--- config.mk ---
export PLATFORM = sky130hd
export DESIGN_NAME = ecd_dispatch
export DESIGN_NICKNAME = d
export VERILOG_FILES = /design/src/rtl/ecd_pkg.sv /design/src/rtl/ecd_decode.sv /design/src/rtl/ecd_dispatch.sv
export SDC_FILE = /design/constraint.sdc
export NUM_CORES = 1
export LEC_CHECK = 0
export BUFFER_PORTS_ARGS = -buffer_cell sky130_fd_sc_hd__buf_2
export CORE_ASPECT_RATIO = 1.4
export CORE_MARGIN = 5
export CORE_UTILIZATION = 52
export DETAILED_ROUTE_END_ITERATION = 6
export GPL_TIMING_DRIVEN = 0
export PLACE_DENSITY = 0.8
export SLEW_MARGIN = 20
export SYNTH_ARGS = -nofsm -noshare
export SYNTH_HDL_FRONTEND = slang
export SYNTH_HIERARCHICAL = 1
export SYNTH_SLANG_ARGS = --single-unit
--- constraint.sdc ---
create_clock -name mclk_i -period 3.5 [get_ports mclk_i]
set_clock_uncertainty 0.1 [all_clocks]
set_input_delay 0.175 -clock mclk_i [delete_from_list [all_inputs] [get_ports mclk_i]]
set_output_delay 0.175 -clock mclk_i [all_outputs]
set_load 0.02 [all_outputs]
--- src/rtl/ecd_pkg.sv ---
// Shared constants and carrier types for the asymmetric command dispatcher
package ecd_pkg;

	// ==========================================================
	// Opcodes and key-agreement modes
	localparam logic [7:0] OP_AGREE = 8'h43;
	localparam logic [7:0] OP_KEYGEN = 8'h40;
	localparam logic [7:0] OP_SIGN = 8'h41;
	localparam logic [7:0] OP_VERIFY = 8'h45;
	localparam logic [7:0] MD_SLOT_CLEAR = 8'h0C;
	localparam logic [7:0] MD_SLOT_ENC = 8'h0E;
	localparam logic [7:0] MD_SLOT_KEEP = 8'h08;
	localparam logic [7:0] MD_SCR_CLEAR = 8'h0D;
	localparam logic [7:0] MD_SCR_ENC = 8'h0F;
	localparam logic [7:0] MD_SCR_KEEP = 8'h09;
	localparam logic [7:0] MD_SCR_SLOT = 8'h05;

	// ==========================================================
	// Key selector forms and slot set
	localparam int SLOT_W = 4;
	localparam logic [15:0] SEL_SCRATCH = 16'h0000;
	localparam logic [15:0] SEL_KEYGEN_SCRATCH = 16'hFFFF;
	localparam logic [11:0] SEL_SLOT_HI = 12'h000;
	localparam logic [15:0] AGREE_SLOT_MASK_DEF = 16'h001D;

	// ==========================================================
	// Status codes and response lengths
	localparam logic [7:0] STATUS_OK = 8'h00;
	localparam logic [7:0] ERR_PARSE = 8'h03;
	localparam logic [7:0] ERR_POLICY = 8'h05;
	localparam logic [7:0] ERR_NO_SCRATCH = 8'h0F;
	localparam logic [6:0] LEN_ENGINE = 7'h00;
	localparam logic [6:0] LEN_STATUS = 7'h01;
	localparam logic [6:0] LEN_SECRET = 7'h20;
	localparam logic [6:0] LEN_SECRET_NONCE = 7'h40;

	// ==========================================================
	// Types
	typedef enum logic [1:0] {
		DST_OUTBUF = 2'b00,
		DST_SCRATCH = 2'b01,
		DST_SLOT = 2'b10
	} ecd_dest_t;

	typedef enum logic [2:0] {
		ENG_AGREE = 3'b000,
		ENG_KEYGEN = 3'b001,
		ENG_SIGN = 3'b010,
		ENG_VERIFY = 3'b011,
		ENG_NONE = 3'b111
	} ecd_eop_t;

	typedef struct packed {
		logic [7:0] opcode;
		logic [7:0] mode;
		logic [15:0] key_selector;
	} ecd_cmd_t;

	typedef struct packed {
		logic priv_key;
		logic agree_ok;
		logic ecc_key;
	} ecd_policy_t;

	typedef struct packed {
		ecd_eop_t op;
		logic [7:0] mode;
		logic scratch_src;
		ecd_dest_t dest;
		logic [SLOT_W-1:0] slot;
		logic encrypt;
		logic io_protect_key;
	} ecd_eng_req_t;

	typedef struct packed {
		logic [7:0] status;
		logic [6:0] len;
		logic with_nonce;
		logic encrypted;
	} ecd_resp_t;

	typedef struct packed {
		ecd_eop_t op;
		logic bad;
		logic scratch_src;
		ecd_dest_t dest;
		logic need_policy;
		logic encrypt;
		logic [SLOT_W-1:0] slot;
		logic [6:0] ok_len;
	} ecd_dec_t;

endpackage : ecd_pkg

--- src/rtl/ecd_decode.sv ---
// Opcode and mode decoder for the asymmetric command group
`timescale 1ns/1ps
`default_nettype none

module ecd_decode (
	// Command and option
	input wire ecd_pkg::ecd_cmd_t cmd_i,
	input wire logic protect_i,
	// Decoded route
	output ecd_pkg::ecd_dec_t dec_o
);
	import ecd_pkg::*;

	wire is_agree = (cmd_i.opcode == OP_AGREE);
	wire is_keygen = (cmd_i.opcode == OP_KEYGEN);
	wire is_sign = (cmd_i.opcode == OP_SIGN);
	wire is_verify = (cmd_i.opcode == OP_VERIFY);
	wire known = is_agree | is_keygen | is_sign | is_verify;
	wire sel_zero = (cmd_i.key_selector == SEL_SCRATCH);
	wire sel_slot = (cmd_i.key_selector[15:SLOT_W] == SEL_SLOT_HI);
	wire [7:0] md = cmd_i.mode;
	wire m_slot = (md == MD_SLOT_CLEAR) | (md == MD_SLOT_ENC) | (md == MD_SLOT_KEEP);
	wire m_scr = (md == MD_SCR_CLEAR) | (md == MD_SCR_ENC) | (md == MD_SCR_KEEP);
	wire m_scr_slot = (md == MD_SCR_SLOT);
	wire form_ok = (m_slot & sel_slot) | (m_scr & sel_zero) | (m_scr_slot & sel_slot);
	wire keep = (md == MD_SLOT_KEEP) | (md == MD_SCR_KEEP);
	wire enc_mode = (md == MD_SLOT_ENC) | (md == MD_SCR_ENC);
	ecd_dest_t dest;
	wire to_out;
	wire encrypt;

	// Only agreement results have a routing choice
	assign dest = !is_agree ? DST_OUTBUF : keep ? DST_SCRATCH
		: m_scr_slot ? DST_SLOT : DST_OUTBUF;
	assign to_out = (dest == DST_OUTBUF);
	// Protect option forces encryption, but never on internal results
	assign encrypt = is_agree & to_out & (enc_mode | protect_i);

	assign dec_o.op = is_agree ? ENG_AGREE : is_keygen ? ENG_KEYGEN
		: is_sign ? ENG_SIGN : is_verify ? ENG_VERIFY : ENG_NONE;
	assign dec_o.bad = !known | (is_agree & !form_ok);
	assign dec_o.scratch_src = is_agree & (m_scr | m_scr_slot);
	assign dec_o.dest = dest;
	assign dec_o.need_policy = (is_agree & m_slot)
		| (is_keygen & (cmd_i.key_selector != SEL_KEYGEN_SCRATCH));
	assign dec_o.encrypt = encrypt;
	assign dec_o.slot = cmd_i.key_selector[SLOT_W-1:0];
	assign dec_o.ok_len = !is_agree ? LEN_ENGINE : !to_out ? LEN_STATUS
		: encrypt ? LEN_SECRET_NONCE : LEN_SECRET;

endmodule : ecd_decode

`default_nettype wire

--- src/rtl/ecd_dispatch.sv ---
// Command dispatch and execution control for the asymmetric command group
// Summary of operation
// - Opcode 0x43 selects key agreement
// - Opcode 0x40 selects key generation
// - Opcode 0x41 selects signing
// - Opcode 0x45 selects verification
// - Stored key needs private-key and agreement policy
// - Encrypted results use the I/O protection key
// - Only output-buffer results are ever encrypted
// - Stored-key agreement only slots 0, 2-4
// - Mode 0x0C returns 32 clear bytes
// - Mode 0x0E returns encrypted secret plus nonce
// - Mode 0x08 keeps secret, returns status
// - Failed output-buffer agreement returns one error byte
// - Protect option forces encryption in clear modes
// - Consuming scratch clears valid; writing back sets
// - Scratch modes 0x0D, 0x0F, 0x09 behave accordingly
// - Mode 0x05 stores secret into named slot
// - Modes 0x05, 0x09 return one status byte
// - Key generation rejects non-ECC slots
`timescale 1ns/1ps
`default_nettype none

module ecd_dispatch #(
	parameter logic [15:0] AGREE_SLOT_MASK = ecd_pkg::AGREE_SLOT_MASK_DEF
) (
	// Clock and reset
	input wire logic mclk_i,
	input wire logic rst_b_i,
	// Command packet from the framing block
	input wire logic cmd_valid_i,
	input wire ecd_pkg::ecd_cmd_t cmd_i,
	output logic cmd_ready_o,
	// Option bits
	input wire logic agreement_output_protect_i,
	// Slot access-policy lookup
	output logic pol_req_o,
	output logic [ecd_pkg::SLOT_W-1:0] pol_slot_o,
	input wire logic pol_valid_i,
	input wire ecd_pkg::ecd_policy_t pol_i,
	// Curve engine
	output logic eng_start_o,
	output ecd_pkg::ecd_eng_req_t eng_req_o,
	input wire logic eng_done_i,
	input wire logic eng_fail_i,
	input wire logic [7:0] eng_err_i,
	input wire logic [6:0] eng_len_i,
	// Response to the output buffer
	output logic resp_valid_o,
	output ecd_pkg::ecd_resp_t resp_o,
	// Scratch key buffer
	input wire logic scratch_loaded_i,
	output logic scratch_key_valid_flag_o
);
	import ecd_pkg::*;

	// ==========================================================
	// Elaboration check
	if (AGREE_SLOT_MASK == 16'h0000)
	begin : g_mask_check
		$error("ecd_dispatch: agreement slot mask is empty");
	end

	// ==========================================================
	// State
	typedef enum logic [1:0] {
		ST_IDLE = 2'b00,
		ST_DECODE = 2'b01,
		ST_POLICY = 2'b10,
		ST_EXEC = 2'b11
	} ecd_state_t;

	ecd_state_t state_q;
	ecd_state_t state_d;
	ecd_cmd_t cmd_q;
	ecd_dec_t dec;
	logic flag_q;
	logic flag_d;
	ecd_eng_req_t eng_req_d;
	ecd_resp_t resp_d;

	ecd_decode u_decode (
		.cmd_i(cmd_q),
		.protect_i(agreement_output_protect_i),
		.dec_o(dec)
	);

	// ==========================================================
	// Decision terms
	wire cmd_take = cmd_valid_i & cmd_ready_o;
	wire in_decode = (state_q == ST_DECODE);
	wire in_policy = (state_q == ST_POLICY);
	wire in_exec = (state_q == ST_EXEC);
	wire stored_agree = (dec.op == ENG_AGREE) & !dec.scratch_src;
	wire bad_slot = stored_agree & !AGREE_SLOT_MASK[dec.slot];
	// Refuse a stale scratch key before the engine can touch it
	wire no_scratch = dec.scratch_src & !flag_q;
	wire [7:0] dec_code = dec.bad ? ERR_PARSE : bad_slot ? ERR_POLICY
		: no_scratch ? ERR_NO_SCRATCH : STATUS_OK;
	wire dec_err = (dec_code != STATUS_OK);
	wire pol_ok = (dec.op == ENG_AGREE) ? (pol_i.priv_key & pol_i.agree_ok)
		: pol_i.ecc_key;
	wire pol_done = in_policy & pol_valid_i;
	wire start_now = (in_decode & !dec_err & !dec.need_policy) | (pol_done & pol_ok);
	wire pol_req_now = in_decode & !dec_err & dec.need_policy;
	wire fail_now = (in_decode & dec_err) | (pol_done & !pol_ok);
	wire done_now = in_exec & eng_done_i;
	wire resp_now = fail_now | done_now;
	wire ok_done = done_now & !eng_fail_i;
	wire [7:0] fail_code = in_decode ? dec_code : ERR_POLICY;

	assign state_d = cmd_take ? ST_DECODE
		: pol_req_now ? ST_POLICY
		: start_now ? ST_EXEC
		: resp_now ? ST_IDLE
		: state_q;

	// ==========================================================
	// Engine request and response build
	assign eng_req_d.op = dec.op;
	assign eng_req_d.mode = cmd_q.mode;
	assign eng_req_d.scratch_src = dec.scratch_src;
	assign eng_req_d.dest = dec.dest;
	assign eng_req_d.slot = dec.slot;
	assign eng_req_d.encrypt = dec.encrypt;
	assign eng_req_d.io_protect_key = dec.encrypt;

	// Any failure answers with a single error byte, never a partial secret
	assign resp_d.status = fail_now ? fail_code : eng_fail_i ? eng_err_i : STATUS_OK;
	assign resp_d.len = (fail_now | eng_fail_i) ? LEN_STATUS
		: (dec.ok_len == LEN_ENGINE) ? eng_len_i : dec.ok_len;
	assign resp_d.with_nonce = ok_done & dec.encrypt;
	assign resp_d.encrypted = ok_done & dec.encrypt;

	// Scratch validity: a load wins over a same-cycle consumption
	wire flag_set = scratch_loaded_i
		| (ok_done & (dec.op == ENG_AGREE) & (dec.dest == DST_SCRATCH));
	wire flag_clr = start_now & dec.scratch_src;
	assign flag_d = flag_set ? 1'b1 : flag_clr ? 1'b0 : flag_q;

	// ==========================================================
	// Registers
	always_ff @(posedge mclk_i or negedge rst_b_i)
	begin
		if (!rst_b_i)
		begin
			state_q <= ST_IDLE;
			cmd_q <= '0;
			flag_q <= 1'b0;
		end
		else
		begin
			state_q <= state_d;
			flag_q <= flag_d;
			if (cmd_take)
				cmd_q <= cmd_i;
		end
	end

	always_ff @(posedge mclk_i or negedge rst_b_i)
	begin
		if (!rst_b_i)
		begin
			cmd_ready_o <= 1'b1;
			pol_req_o <= 1'b0;
			pol_slot_o <= '0;
			eng_start_o <= 1'b0;
			eng_req_o <= '0;
			resp_valid_o <= 1'b0;
			resp_o <= '0;
		end
		else
		begin
			cmd_ready_o <= (state_d == ST_IDLE);
			pol_req_o <= pol_req_now;
			eng_start_o <= start_now;
			resp_valid_o <= resp_now;
			if (pol_req_now)
				pol_slot_o <= dec.slot;
			if (start_now)
				eng_req_o <= eng_req_d;
			if (resp_now)
				resp_o <= resp_d;
		end
	end

	assign scratch_key_valid_flag_o = flag_q;
endmodule : ecd_dispatch

`default_nettype wire

# [Word-level counts from Yosys, hierarchy flattened]
# Memory sizes are Yosys's and may differ from the RTL's.
# Cells that the tools add are included.
[totals] rom_bits=16 regBits=78 input_bits=58 word_cells=127 n_memories=1
[classes] n_lt_le_gt_ge=1 mux=26 n_bitwise=47 n_reduce_logical=17 n_eq_ne=16
[mem_list] name="(no name shown)" depth=16 word_bits=1 rd=1 rd_clocked_by_memory_dff=0 write_ports=0 line_no="ecd_dispatch.sv:95" source="wire bad_slot = stored_agree & !AGREE_SLOT_MASK[dec.slot];"
[ops] operator="$eq A8 B4 Y1 const B" count=6
[ops] operator="$mux W7" count=5
[ops] operator="$eq A8 B7 Y1 const B" count=4
[ops] operator="$and A1 B1 Y1" count=27
[ops] operator="$or A1 B1 Y1" count=20
[ops] operator="$logic_not A16 Y1" count=1
[ops] operator="$mux W4" count=4
[ops] operator="$mux W8" count=2
[ops] operator="$ne A16 B16 Y1 const B" count=1
[ops] operator="$mux W2" count=7
[ops] operator="$logic_not A12 Y1" count=1
[ops] operator="$mux W3" count=4
[ops] operator="$logic_not A1 Y1" count=9
[ops] operator="$eq A8 B3 Y1 const B" count=1
[ops] operator="$reduce_bool A8 Y1" count=1
[ops] operator="$logic_not A7 Y1" count=1
[ops] operator="$lt A4 B5 Y1 const B" count=1
[ops] operator="$eq A2 B1 Y1 const B" count=2
[ops] operator="$eq A2 B2 Y1 const B" count=2
[ops] operator="$logic_not A2 Y1" count=2
[ops] operator="$mux W1" count=4
[ops] operator="$logic_not A3 Y1" count=1
[ops] operator="$reduce_bool A2 Y1" count=1

# [Longest topological paths before layout]
# Gate-level depths: netlist (run 1).
[depth] word_depth=19 ltp_mapped=11

# [By module]
# Netlist (run 1), hierarchy kept.
[modules_own_cells] mod="ecd_dispatch" area_per_inst_um2=3293.2 instances=1 cells_each=236
[modules_own_cells] mod="ecd_decode" area_per_inst_um2=401.6 instances=1 cells_each=59

# [Worst setup path after synthesis (run 1)]
# Ideal clock, no wire load.
[synth_path] kind="flip-flop to flip-flop" from="register cmd_q[29] in the netlist's numbering" to="register eng_req_o[0] in the netlist's numbering" t_required_ns=3.275 setup_time_ns=0.125 setup_slack_ns=0.710 stages_incl_launch_ff=9 arrival_ns=2.565 synth_period_minus_slack_ns=2.790 path_buffers=1 path_cell_list="dfrtp_1 > or4b_4 > or3_4 > o21bai_1 > or3b_1 > nor3_2 > a22oi_2 > buf_6 > mux2_4"
[synth_lines] element="start: declaration" line_no="ecd_dispatch.sv:75" source="ecd_cmd_t cmd_q;"
[synth_lines] element="start signal: assignment" line_no="ecd_dispatch.sv:156" source="cmd_q <= cmd_i;"
[synth_lines] element="end signal: assignment" line_no="ecd_dispatch.sv:181" source="eng_req_o <= eng_req_d;"
[synth_lines] element="end: declaration" line_no="ecd_dispatch.sv:43" source="output ecd_pkg::ecd_eng_req_t eng_req_o,"

==> metrics.txt, run 1 <==
crit path max-delay cell type=sky130_fd_sc_hd__or4b_4; number of nets in the layout=a little over 500; Most Crowded Layer GR=met2; min cycle time layout=about 3.1 ns; post-route ant nets=0; Crit Path Max Fanout=10; Std-Cell Rows=36; type of the worst setup path=reg -> reg; Routed WL=about 8800 microns; post-route setup TNS=0 ns; YS warnings=6; setup repair after global routing missed its margin=false; number of antenna violations at the first check in global routing=0; Die Y-Extent=between 100 and 150 microns; clock edge transition at the registers on the reported setup and hold paths=0.07 ns; routed wire length per instance=approximately 16 microns; number of violations reported at the end of detailed-routing iteration 0=154; post-synthesis register bit count=roughly 80; post-synth top area share=0.5215; clock tree root driver cell=sky130_fd_sc_hd__clkbuf_8; count of mapped cells out of synthesis=roughly 300; M2 GR Usage=0.3895; clock tree from TritonCTS=built; area grow syn2layout=33.05%; Avg Cell Area, Syn=between 10 and 15 sq um; number of iterations in the first detailed-routing pass=4; vias after detailed routing=between 2000 and 3000; clock latency reported for the late side of the worst-skew pair=~0.35 ns; met3 track demand over resource=0.03443; Hold Violations, Final=0; number of pins exceeding their max-slew limit in the final report=0; MaxCap Viol Count=0; top post-synthesis cells by area=sky130_fd_sc_hd__dfrtp_1 52%, sky130_fd_sc_hd__mux2_2 10%, sky130_fd_sc_hd__mux2_4 7.7%; critical path arrival=approximately 3.3 ns; Critical Path RT=3.63 ns; post-synthesis sequential area ratio=0.5286; transition time of the tightest slew-check pin=between 0.6 and 0.7 ns; core area=6937 sq um; endpoints failing setup=0; storage element area=approximately 2000 sq um; Lkg Pwr=0.002364 uW; global router's overall resource usage=0.2154; Tcrit/Tclk final=0.8917; top-level I/O count=104; via count of the first global-routing pass=between 2000 and 3000; quantity of I/O buffers inserted on ports=roughly 100; critical path capture point type=register; worst vdd ir=approximately 340 uV; area enclosed by the die boundary=8915 sq um; routability cong.=0.8823; antenna diode instance count=0; Overall Power=between 2000 and 3000 uW; setup slack after placement=a little under 0.4 ns; critical-path cell list=or4b_4 -> nor3_4 -> nand3_2 -> a21oi_1 -> nor2b_1 -> nor3_2 -> a22oi_2 -> buf_6 -> mux2_4; share of final-layout standard cells stronger than drive strength 1=0.4505; number of filler cells placed in the layout=515; count of cell types in the netlist=between 50 and 60; met1 global-route usage=0.2462; H-tree depth=3; outcome=complete, no violations; cell family contributing the most delay on the critical path=simple AND/OR/NAND/NOR gates; max frequency=320.4 MHz; post-synthesis cell type with the largest combined area=sky130_fd_sc_hd__dfrtp_1; sum of net half-perimeters after detailed placement=between 6000 and 7000 microns; Critical Path Max Stage Delay=0.57 ns; nature of the critical path startpoint=register; effective utilization at floorplan=0.5326; Main synth FF type=sky130_fd_sc_hd__dfrtp_1; Buf/Inv on CP=1; post-synthesis async set-or-reset flop share=1.000; global-route wire length before repair=around 14000 microns; pin count of the biggest net entering global routing=43; power density over the cells=roughly 520 nW/um^2; Avg Vias per Cell=5.229; synthesized cell area=about 3700 sq um; path class of the lowest-slack min-delay path=in -> reg; Sink Count=a little under 80; remaining global-route overflow=0; remaining routing DRC violations=0; post-cts resize count=0; number of buffers created by CTS=9; multi-input logic area=1592 sq um; width of the die=just over 80 microns; max_slew headroom=0.5957; number of buffers on the longest clock path=2; setup slack of the critical path after layout=around 0.38 ns; number of flops mapped to enable cells by yosys=0
where the power goes:
group / total, uW / internal, uW / switching (uW)
Clock: 603 / 296 / 307
Combinational: 728 / 381 / 348
Sequential: 1250 / 1090 / 157
Total: 2580 / 1760 / 812
layout make-up:
class | count | area share
buffer | 24 | 0.03054
tap | 95 | 0.02418
multi-input combinational | 193 | 0.3237
clock buffer | 13 | 0.03232
clock inverter | 3 | 0.003818
inverter | 3 | 0.002291
sequential | 78 | 0.3973
timing repair buffer | 141 | 0.1858
tightest hold or removal path, delay by kind of cell:
kind | cells | cell delay [ns]
compound gates | 2 | 0.18
buf+inv | 1 | 0.07
cells by family (layout without fill, tap and decap cells):
logic type / count (synthesis) / after routing / share of synthesized area
other: 1 / 4 / 0.001015
DFF: 78 / 78 / 0.5286
and+or+nand+nor: 81 / 81 / 0.1409
xor gates and xnor gates: 2 / 2 / 0.004742
buffers and inverters: 27 / 184 / 0.04368
muxes: 56 / 56 / 0.1900
AOI/OAI and AO/OA: 50 / 50 / 0.09110
metrics by stage:
stage	utilization	area, sq um	hold WS [ns]	cells
global route	0.7087	4916	0.04809	550
global placement	0.6250	4335	0.3076	495
floorplan	-	3706	-0.2206	298
CTS	0.7087	4916	0.02215	550
detailed placement	0.6282	4358	0.06497	496
finish	0.7087	4916	0.03923	550
layer usage:
metal	routed length, microns	up-vias
met3	506	14
met4	175	0
met5	0	-
met1	3409	1381
met2	4692	102
li1	-	1379
cells in the mapped netlist (2+ instances only):
cell type                   instances
sky130_fd_sc_hd__buf_1              3
sky130_fd_sc_hd__a31oi_1            2
sky130_fd_sc_hd__nor2_1             9
sky130_fd_sc_hd__buf_2              3
sky130_fd_sc_hd__a2bb2oi_1          2
sky130_fd_sc_hd__mux2_1             4
sky130_fd_sc_hd__a21oi_1           18
sky130_fd_sc_hd__o21ai_0            4
sky130_fd_sc_hd__or3_4              2
sky130_fd_sc_hd__nand2b_1           2
sky130_fd_sc_hd__dfrtp_1           77
sky130_fd_sc_hd__and3_1             4
sky130_fd_sc_hd__nand3_2            3
sky130_fd_sc_hd__nor4_4             2
sky130_fd_sc_hd__nand4_1            8
sky130_fd_sc_hd__o21ai_2            2
sky130_fd_sc_hd__o21a_1             2
sky130_fd_sc_hd__buf_4             11
sky130_fd_sc_hd__nand3_1            6
sky130_fd_sc_hd__a211o_1            2
sky130_fd_sc_hd__mux2_2            33
sky130_fd_sc_hd__inv_1              2
sky130_fd_sc_hd__nand2_1           21
sky130_fd_sc_hd__buf_6              2
sky130_fd_sc_hd__mux2_4            19
sky130_fd_sc_hd__nor3_2             2
sky130_fd_sc_hd__o22ai_1            7
sky130_fd_sc_hd__nor3_1             3
sky130_fd_sc_hd__nor4_1             4
sky130_fd_sc_hd__nor2b_1            3
sky130_fd_sc_hd__clkbuf_1           5
worst paths after layout:
| path | start | end | slack (ns) | cells past startpoint |
|---|---|---|---|---|
| worst min register to register | pol_slot_o[0]$_DFFE_PN0P_ | pol_slot_o[0]$_DFFE_PN0P_ | 0.39 | 1 |
| max in group asynchronous | rst_b_i | cmd_q[31]$_DFFE_PN0P_ | 2.50 | 3 |
| worst min-delay path | eng_len_i[1] | resp_o[3]$_DFFE_PN0P_ | 0.04 | 3 |
| worst max register to register | cmd_q[29]$_DFFE_PN0P_ | eng_req_o[14]$_DFFE_PN0P_ | 0.38 | 9 |
| min in group asynchronous | rst_b_i | resp_o[8]$_DFFE_PN0P_ | 0.22 | 2 |
| worst max-delay path | cmd_q[29]$_DFFE_PN0P_ | eng_req_o[14]$_DFFE_PN0P_ | 0.38 | 9 |
flip-flops by register name, summed over array words and instances, names as in the netlist:
register                  cells
cmd_q                        32
cmd_ready_o                   1
eng_req_o                    19
eng_start_o                   1
pol_req_o                     1
pol_slot_o                    4
resp_o                       16
resp_valid_o                  1
scratch_key_valid_flag_o      1
state_q                       2
cell usage in the layout, fill, tap and decap left out, types with 3 or more instances in the layout:
cell type | netlist | layout
sky130_fd_sc_hd__a21oi_1 | 18 | 18
sky130_fd_sc_hd__and3_1 | 4 | 4
sky130_fd_sc_hd__buf_1 | 3 | 3
sky130_fd_sc_hd__buf_2 | 3 | 104
sky130_fd_sc_hd__buf_4 | 11 | 12
sky130_fd_sc_hd__clkbuf_1 | 5 | 7
sky130_fd_sc_hd__clkbuf_8 | 0 | 11
sky130_fd_sc_hd__conb_1 | 1 | 4
sky130_fd_sc_hd__dfrtp_1 | 77 | 77
sky130_fd_sc_hd__dlygate4sd3_1 | 0 | 38
sky130_fd_sc_hd__mux2_1 | 4 | 4
sky130_fd_sc_hd__mux2_2 | 33 | 33
sky130_fd_sc_hd__mux2_4 | 19 | 19
sky130_fd_sc_hd__nand2_1 | 21 | 21
sky130_fd_sc_hd__nand3_1 | 6 | 6
sky130_fd_sc_hd__nand3_2 | 3 | 3
sky130_fd_sc_hd__nand4_1 | 8 | 8
sky130_fd_sc_hd__nor2_1 | 9 | 9
sky130_fd_sc_hd__nor2b_1 | 3 | 3
sky130_fd_sc_hd__nor3_1 | 3 | 3
sky130_fd_sc_hd__nor4_1 | 4 | 4
sky130_fd_sc_hd__o21ai_0 | 4 | 4
sky130_fd_sc_hd__o22ai_1 | 7 | 7
what timing repair did:
| action | CTS | global route |
|---|---|---|
| hold buffers | 38 | 0 |
| setup buffers | 0 | 0 |
| endpoints found under the hold margin | 72 | 0 |
No activity file was read; power rests on OpenSTA's default activity.
==> run 2: changes to the inputs <==
--- a/config.mk
+++ b/config.mk
@@ -6,12 +6,14 @@
 export NUM_CORES = 1
 export LEC_CHECK = 0
 export BUFFER_PORTS_ARGS = -buffer_cell sky130_fd_sc_hd__buf_2
+export CAP_MARGIN = 20
 export CORE_ASPECT_RATIO = 1.4
 export CORE_MARGIN = 5
 export CORE_UTILIZATION = 52
 export DETAILED_ROUTE_END_ITERATION = 6
 export GPL_TIMING_DRIVEN = 0
 export PLACE_DENSITY = 0.8
+export REMOVE_ABC_BUFFERS = 1
 export SLEW_MARGIN = 20
 export SYNTH_ARGS = -nofsm -noshare
 export SYNTH_HDL_FRONTEND = slang
==> metrics.txt, run 2 (synthesis results as in run 1) <==
critical path capture point type=register (unchanged); core utilization of the finished layout=0.7006 (was 0.7087); number of pins exceeding their max-slew limit in the final report=0 (unchanged); number of buffers on the longest clock path=2 (unchanged); Overall Power=2699 uW (was 2577 uW); most frequent standard cell in the layout excluding fill and tap cells=sky130_fd_sc_hd__buf_2 (unchanged); effective utilization at floorplan=0.5326 (unchanged); remaining routing DRC violations=0 (unchanged); post-route setup TNS=0 ns (unchanged); clock tree from TritonCTS=built (unchanged); endpoints failing setup=0 (unchanged); area enclosed by the die boundary=8915 sq um (unchanged); quantity of I/O buffers inserted on ports=103 (was 102); Top reg by flops=cmd_q (unchanged); path class of the lowest-slack min-delay path=in -> reg (unchanged); core area=6937 sq um (unchanged); nature of the critical path startpoint=register (unchanged); Placed Cells incl. Taps=476 (was 496); Crit Path Max Fanout=9 (was 10); number of flip-flops in the largest register=32 (unchanged); worst vdd ir=340.2 uV (was 336.1 uV); number of violations reported at the end of detailed-routing iteration 0=187 (was 154); max_slew headroom=0.5933 (was 0.5957); post-route ant nets=0 (unchanged); pin count of the biggest net entering global routing=43 (unchanged); largest registers=cmd_q (32), eng_req_o (19), resp_o (16) (unchanged); Die Y-Extent=109.7 microns (unchanged); number of buffers created by CTS=9 (unchanged); via count of the first global-routing pass=2966 (was 2964); clock tree root driver cell=sky130_fd_sc_hd__clkbuf_8 (unchanged); cell family contributing the most delay on the critical path=simple AND/OR/NAND/NOR gates (unchanged); Worst R2R Setup Slack=0.21 ns (was 0.38 ns); type of the worst setup path=reg -> reg (unchanged); vias after detailed routing=2798 (was 2876); sum of net half-perimeters after detailed placement=6116 microns (was 6246 microns); Avg Vias per Cell=5.289 (was 5.229); Tcrit/Tclk final=0.9387 (was 0.8917); remaining global-route overflow=0 (unchanged); area grow syn2layout=31.53% (was 33.05%); clock edge transition at the registers on the reported setup and hold paths=0.07 ns (about the same); share of final-layout standard cells stronger than drive strength 1=0.4562 (was 0.4505); number of filler cells placed in the layout=517 (was 515); routability cong.=0.7720 (was 0.8823); power density over the cells=555.4 nW/um^2 (was 524.2 nW/um^2); Layout Cells excl Fill=529 (was 550); width of the die=81.24 microns (unchanged); critical path arrival=3.42 ns (was 3.25 ns); min cycle time layout=3.286 ns (was 3.121 ns); global router's overall resource usage=0.2165 (was 0.2154); number of antenna violations at the first check in global routing=0 (unchanged); antenna diode instance count=0 (unchanged); transition time of the tightest slew-check pin=0.6084 ns (was 0.6065 ns); Std-Cell Rows=36 (unchanged); Lkg Pwr=0.002311 uW (was 0.002364 uW); Critical Path RT=3.64 ns (was 3.63 ns); Sink Count=78 (unchanged); global-route wire length before repair=14570 microns (was 14390 microns); H-tree depth=3 (unchanged); Hold Violations, Final=0 (unchanged); routed wire length per instance=16.83 microns (was 15.97 microns); crit path max-delay cell type=sky130_fd_sc_hd__or4b_4 (unchanged); top-level I/O count=104 (unchanged); number of nets in the layout=487 (was 508); MaxCap Viol Count=0 (unchanged); Buf/Inv on CP=2 (was 1); critical-path cell list=or4b_4 -> nor3_4 -> nand3_2 -> o21bai_1 -> or3b_1 -> nor3_2 -> a22oi_2 -> buf_8 -> buf_6 -> mux2_4 (was or4b_4 -> nor3_4 -> nand3_2 -> a21oi_1 -> nor2b_1 -> nor3_2 -> a22oi_2 -> buf_6 -> mux2_4); max frequency=304.4 MHz (was 320.4 MHz); clock latency reported for the late side of the worst-skew pair=0.35 ns (about the same); leading cell types in the layout, fill and taps excluded=102 x sky130_fd_sc_hd__buf_2, 77 x sky130_fd_sc_hd__dfrtp_1, 37 x sky130_fd_sc_hd__dlygate4sd3_1, 33 x sky130_fd_sc_hd__mux2_2, 21 x sky130_fd_sc_hd__nand2_1 (was 104 x sky130_fd_sc_hd__buf_2, 77 x sky130_fd_sc_hd__dfrtp_1, 38 x sky130_fd_sc_hd__dlygate4sd3_1, 33 x sky130_fd_sc_hd__mux2_2, 21 x sky130_fd_sc_hd__nand2_1); number of iterations in the first detailed-routing pass=4 (unchanged); outcome=complete, no violations (unchanged); buffer count from post-CTS setup fixing=0 (unchanged); Routed WL=8905 microns (was 8783 microns); Critical Path Max Stage Delay=0.59 ns (was 0.57 ns); setup repair after global routing missed its margin=false (unchanged)
run 2: changes by cell type in the layout (fill, tap and decap cells not counted), moves of 2 or more:
cell                         previous run  this run
sky130_fd_sc_hd__buf_1                  3         0
sky130_fd_sc_hd__buf_2                104       102
sky130_fd_sc_hd__buf_4                 12         1
sky130_fd_sc_hd__bufinv_16              0         2
sky130_fd_sc_hd__clkbuf_1               7         0
sky130_fd_sc_hd__clkinvlp_4             0         2
run 2: layout make-up:
cell class | count | area (sq um) | area share
clock buffers | 10 | 137.6 | 0.02832
clock inverters | 6 | 85.08 | 0.01751
inverters | 3 | 11.26 | 0.002317
multi-input cells | 193 | 1599 | 0.3290
flip-flops and latches | 78 | 1953 | 0.4019
well taps | 95 | 118.9 | 0.02446
repair buffers | 144 | 954.7 | 0.1964
run 2: stage by stage:
stage / setup slack [ns] / hold WS [ns] / cell area, sq um
3_3_place_gp: -0.4132 / 0.3064 / 4190
5_1_grt: 0.008062 / 0.01957 / 4860
2_1_floorplan: 0.1543 / -0.2206 / 3556
6_report: 0.2144 / 0.02016 / 4860
4_1_cts: 0.04127 / 0.01686 / 4853
3_5_place_dp: 0.08225 / 0.06454 / 4260
run 2: power by group:
| group | switching (uW) | leakage (uW) | internal, uW |
|---|---|---|---|
| Clock | 325 | 0.000108 | 418 |
| Sequential | 173 | 0.000973 | 1090 |
| Combinational | 333 | 0.00123 | 362 |
run 2: worst paths after layout:
check,start,end,cells after the start
min in group asynchronous,rst_b_i,resp_o[5]$_DFFE_PN0P_,2
setup reg to reg,cmd_q[29]$_DFFE_PN0P_,eng_req_o[14]$_DFFE_PN0P_,10
hold reg to reg,pol_slot_o[2]$_DFFE_PN0P_,pol_slot_o[2]$_DFFE_PN0P_,1
setup / recovery,cmd_q[29]$_DFFE_PN0P_,eng_req_o[14]$_DFFE_PN0P_,10
hold / removal,cmd_valid_i,state_q[1]$_DFF_PN0_,3
max in group asynchronous,rst_b_i,cmd_q[21]$_DFFE_PN0P_,3
run 2: worst reg2reg max path, delay by kind of cell (launching register included):
| kind | cells | cell delay (ns) |
|---|---|---|
| AND/OR/NAND/NOR | 5 | 1.29 |
| AO/OA/AOI/OAI | 2 | 0.67 |
| flip-flops | 1 | 0.40 |
| multiplexers | 1 | 0.32 |
| buffers and inverters | 2 | 0.40 |
run 2: what timing repair did:
item                                    in CTS  in global routing
hold endpoints to repair                    71                  0
endpoints found under the setup margin       0                  9
hold buffers                                37                  0
gates resized for setup                      0                  2
run 2: routing by layer:
| metal | up-vias | routed length, microns | global-route usage |
|---|---|---|---|
| met5 | - | 0 | 0 |
| met4 | 0 | 254 | 0.1002 |
| met3 | 22 | 488 | 0.05492 |
| met2 | 87 | 4573 | 0.3713 |
| met1 | 1347 | 3588 | 0.2511 |
| li1 | 1342 | - | - |
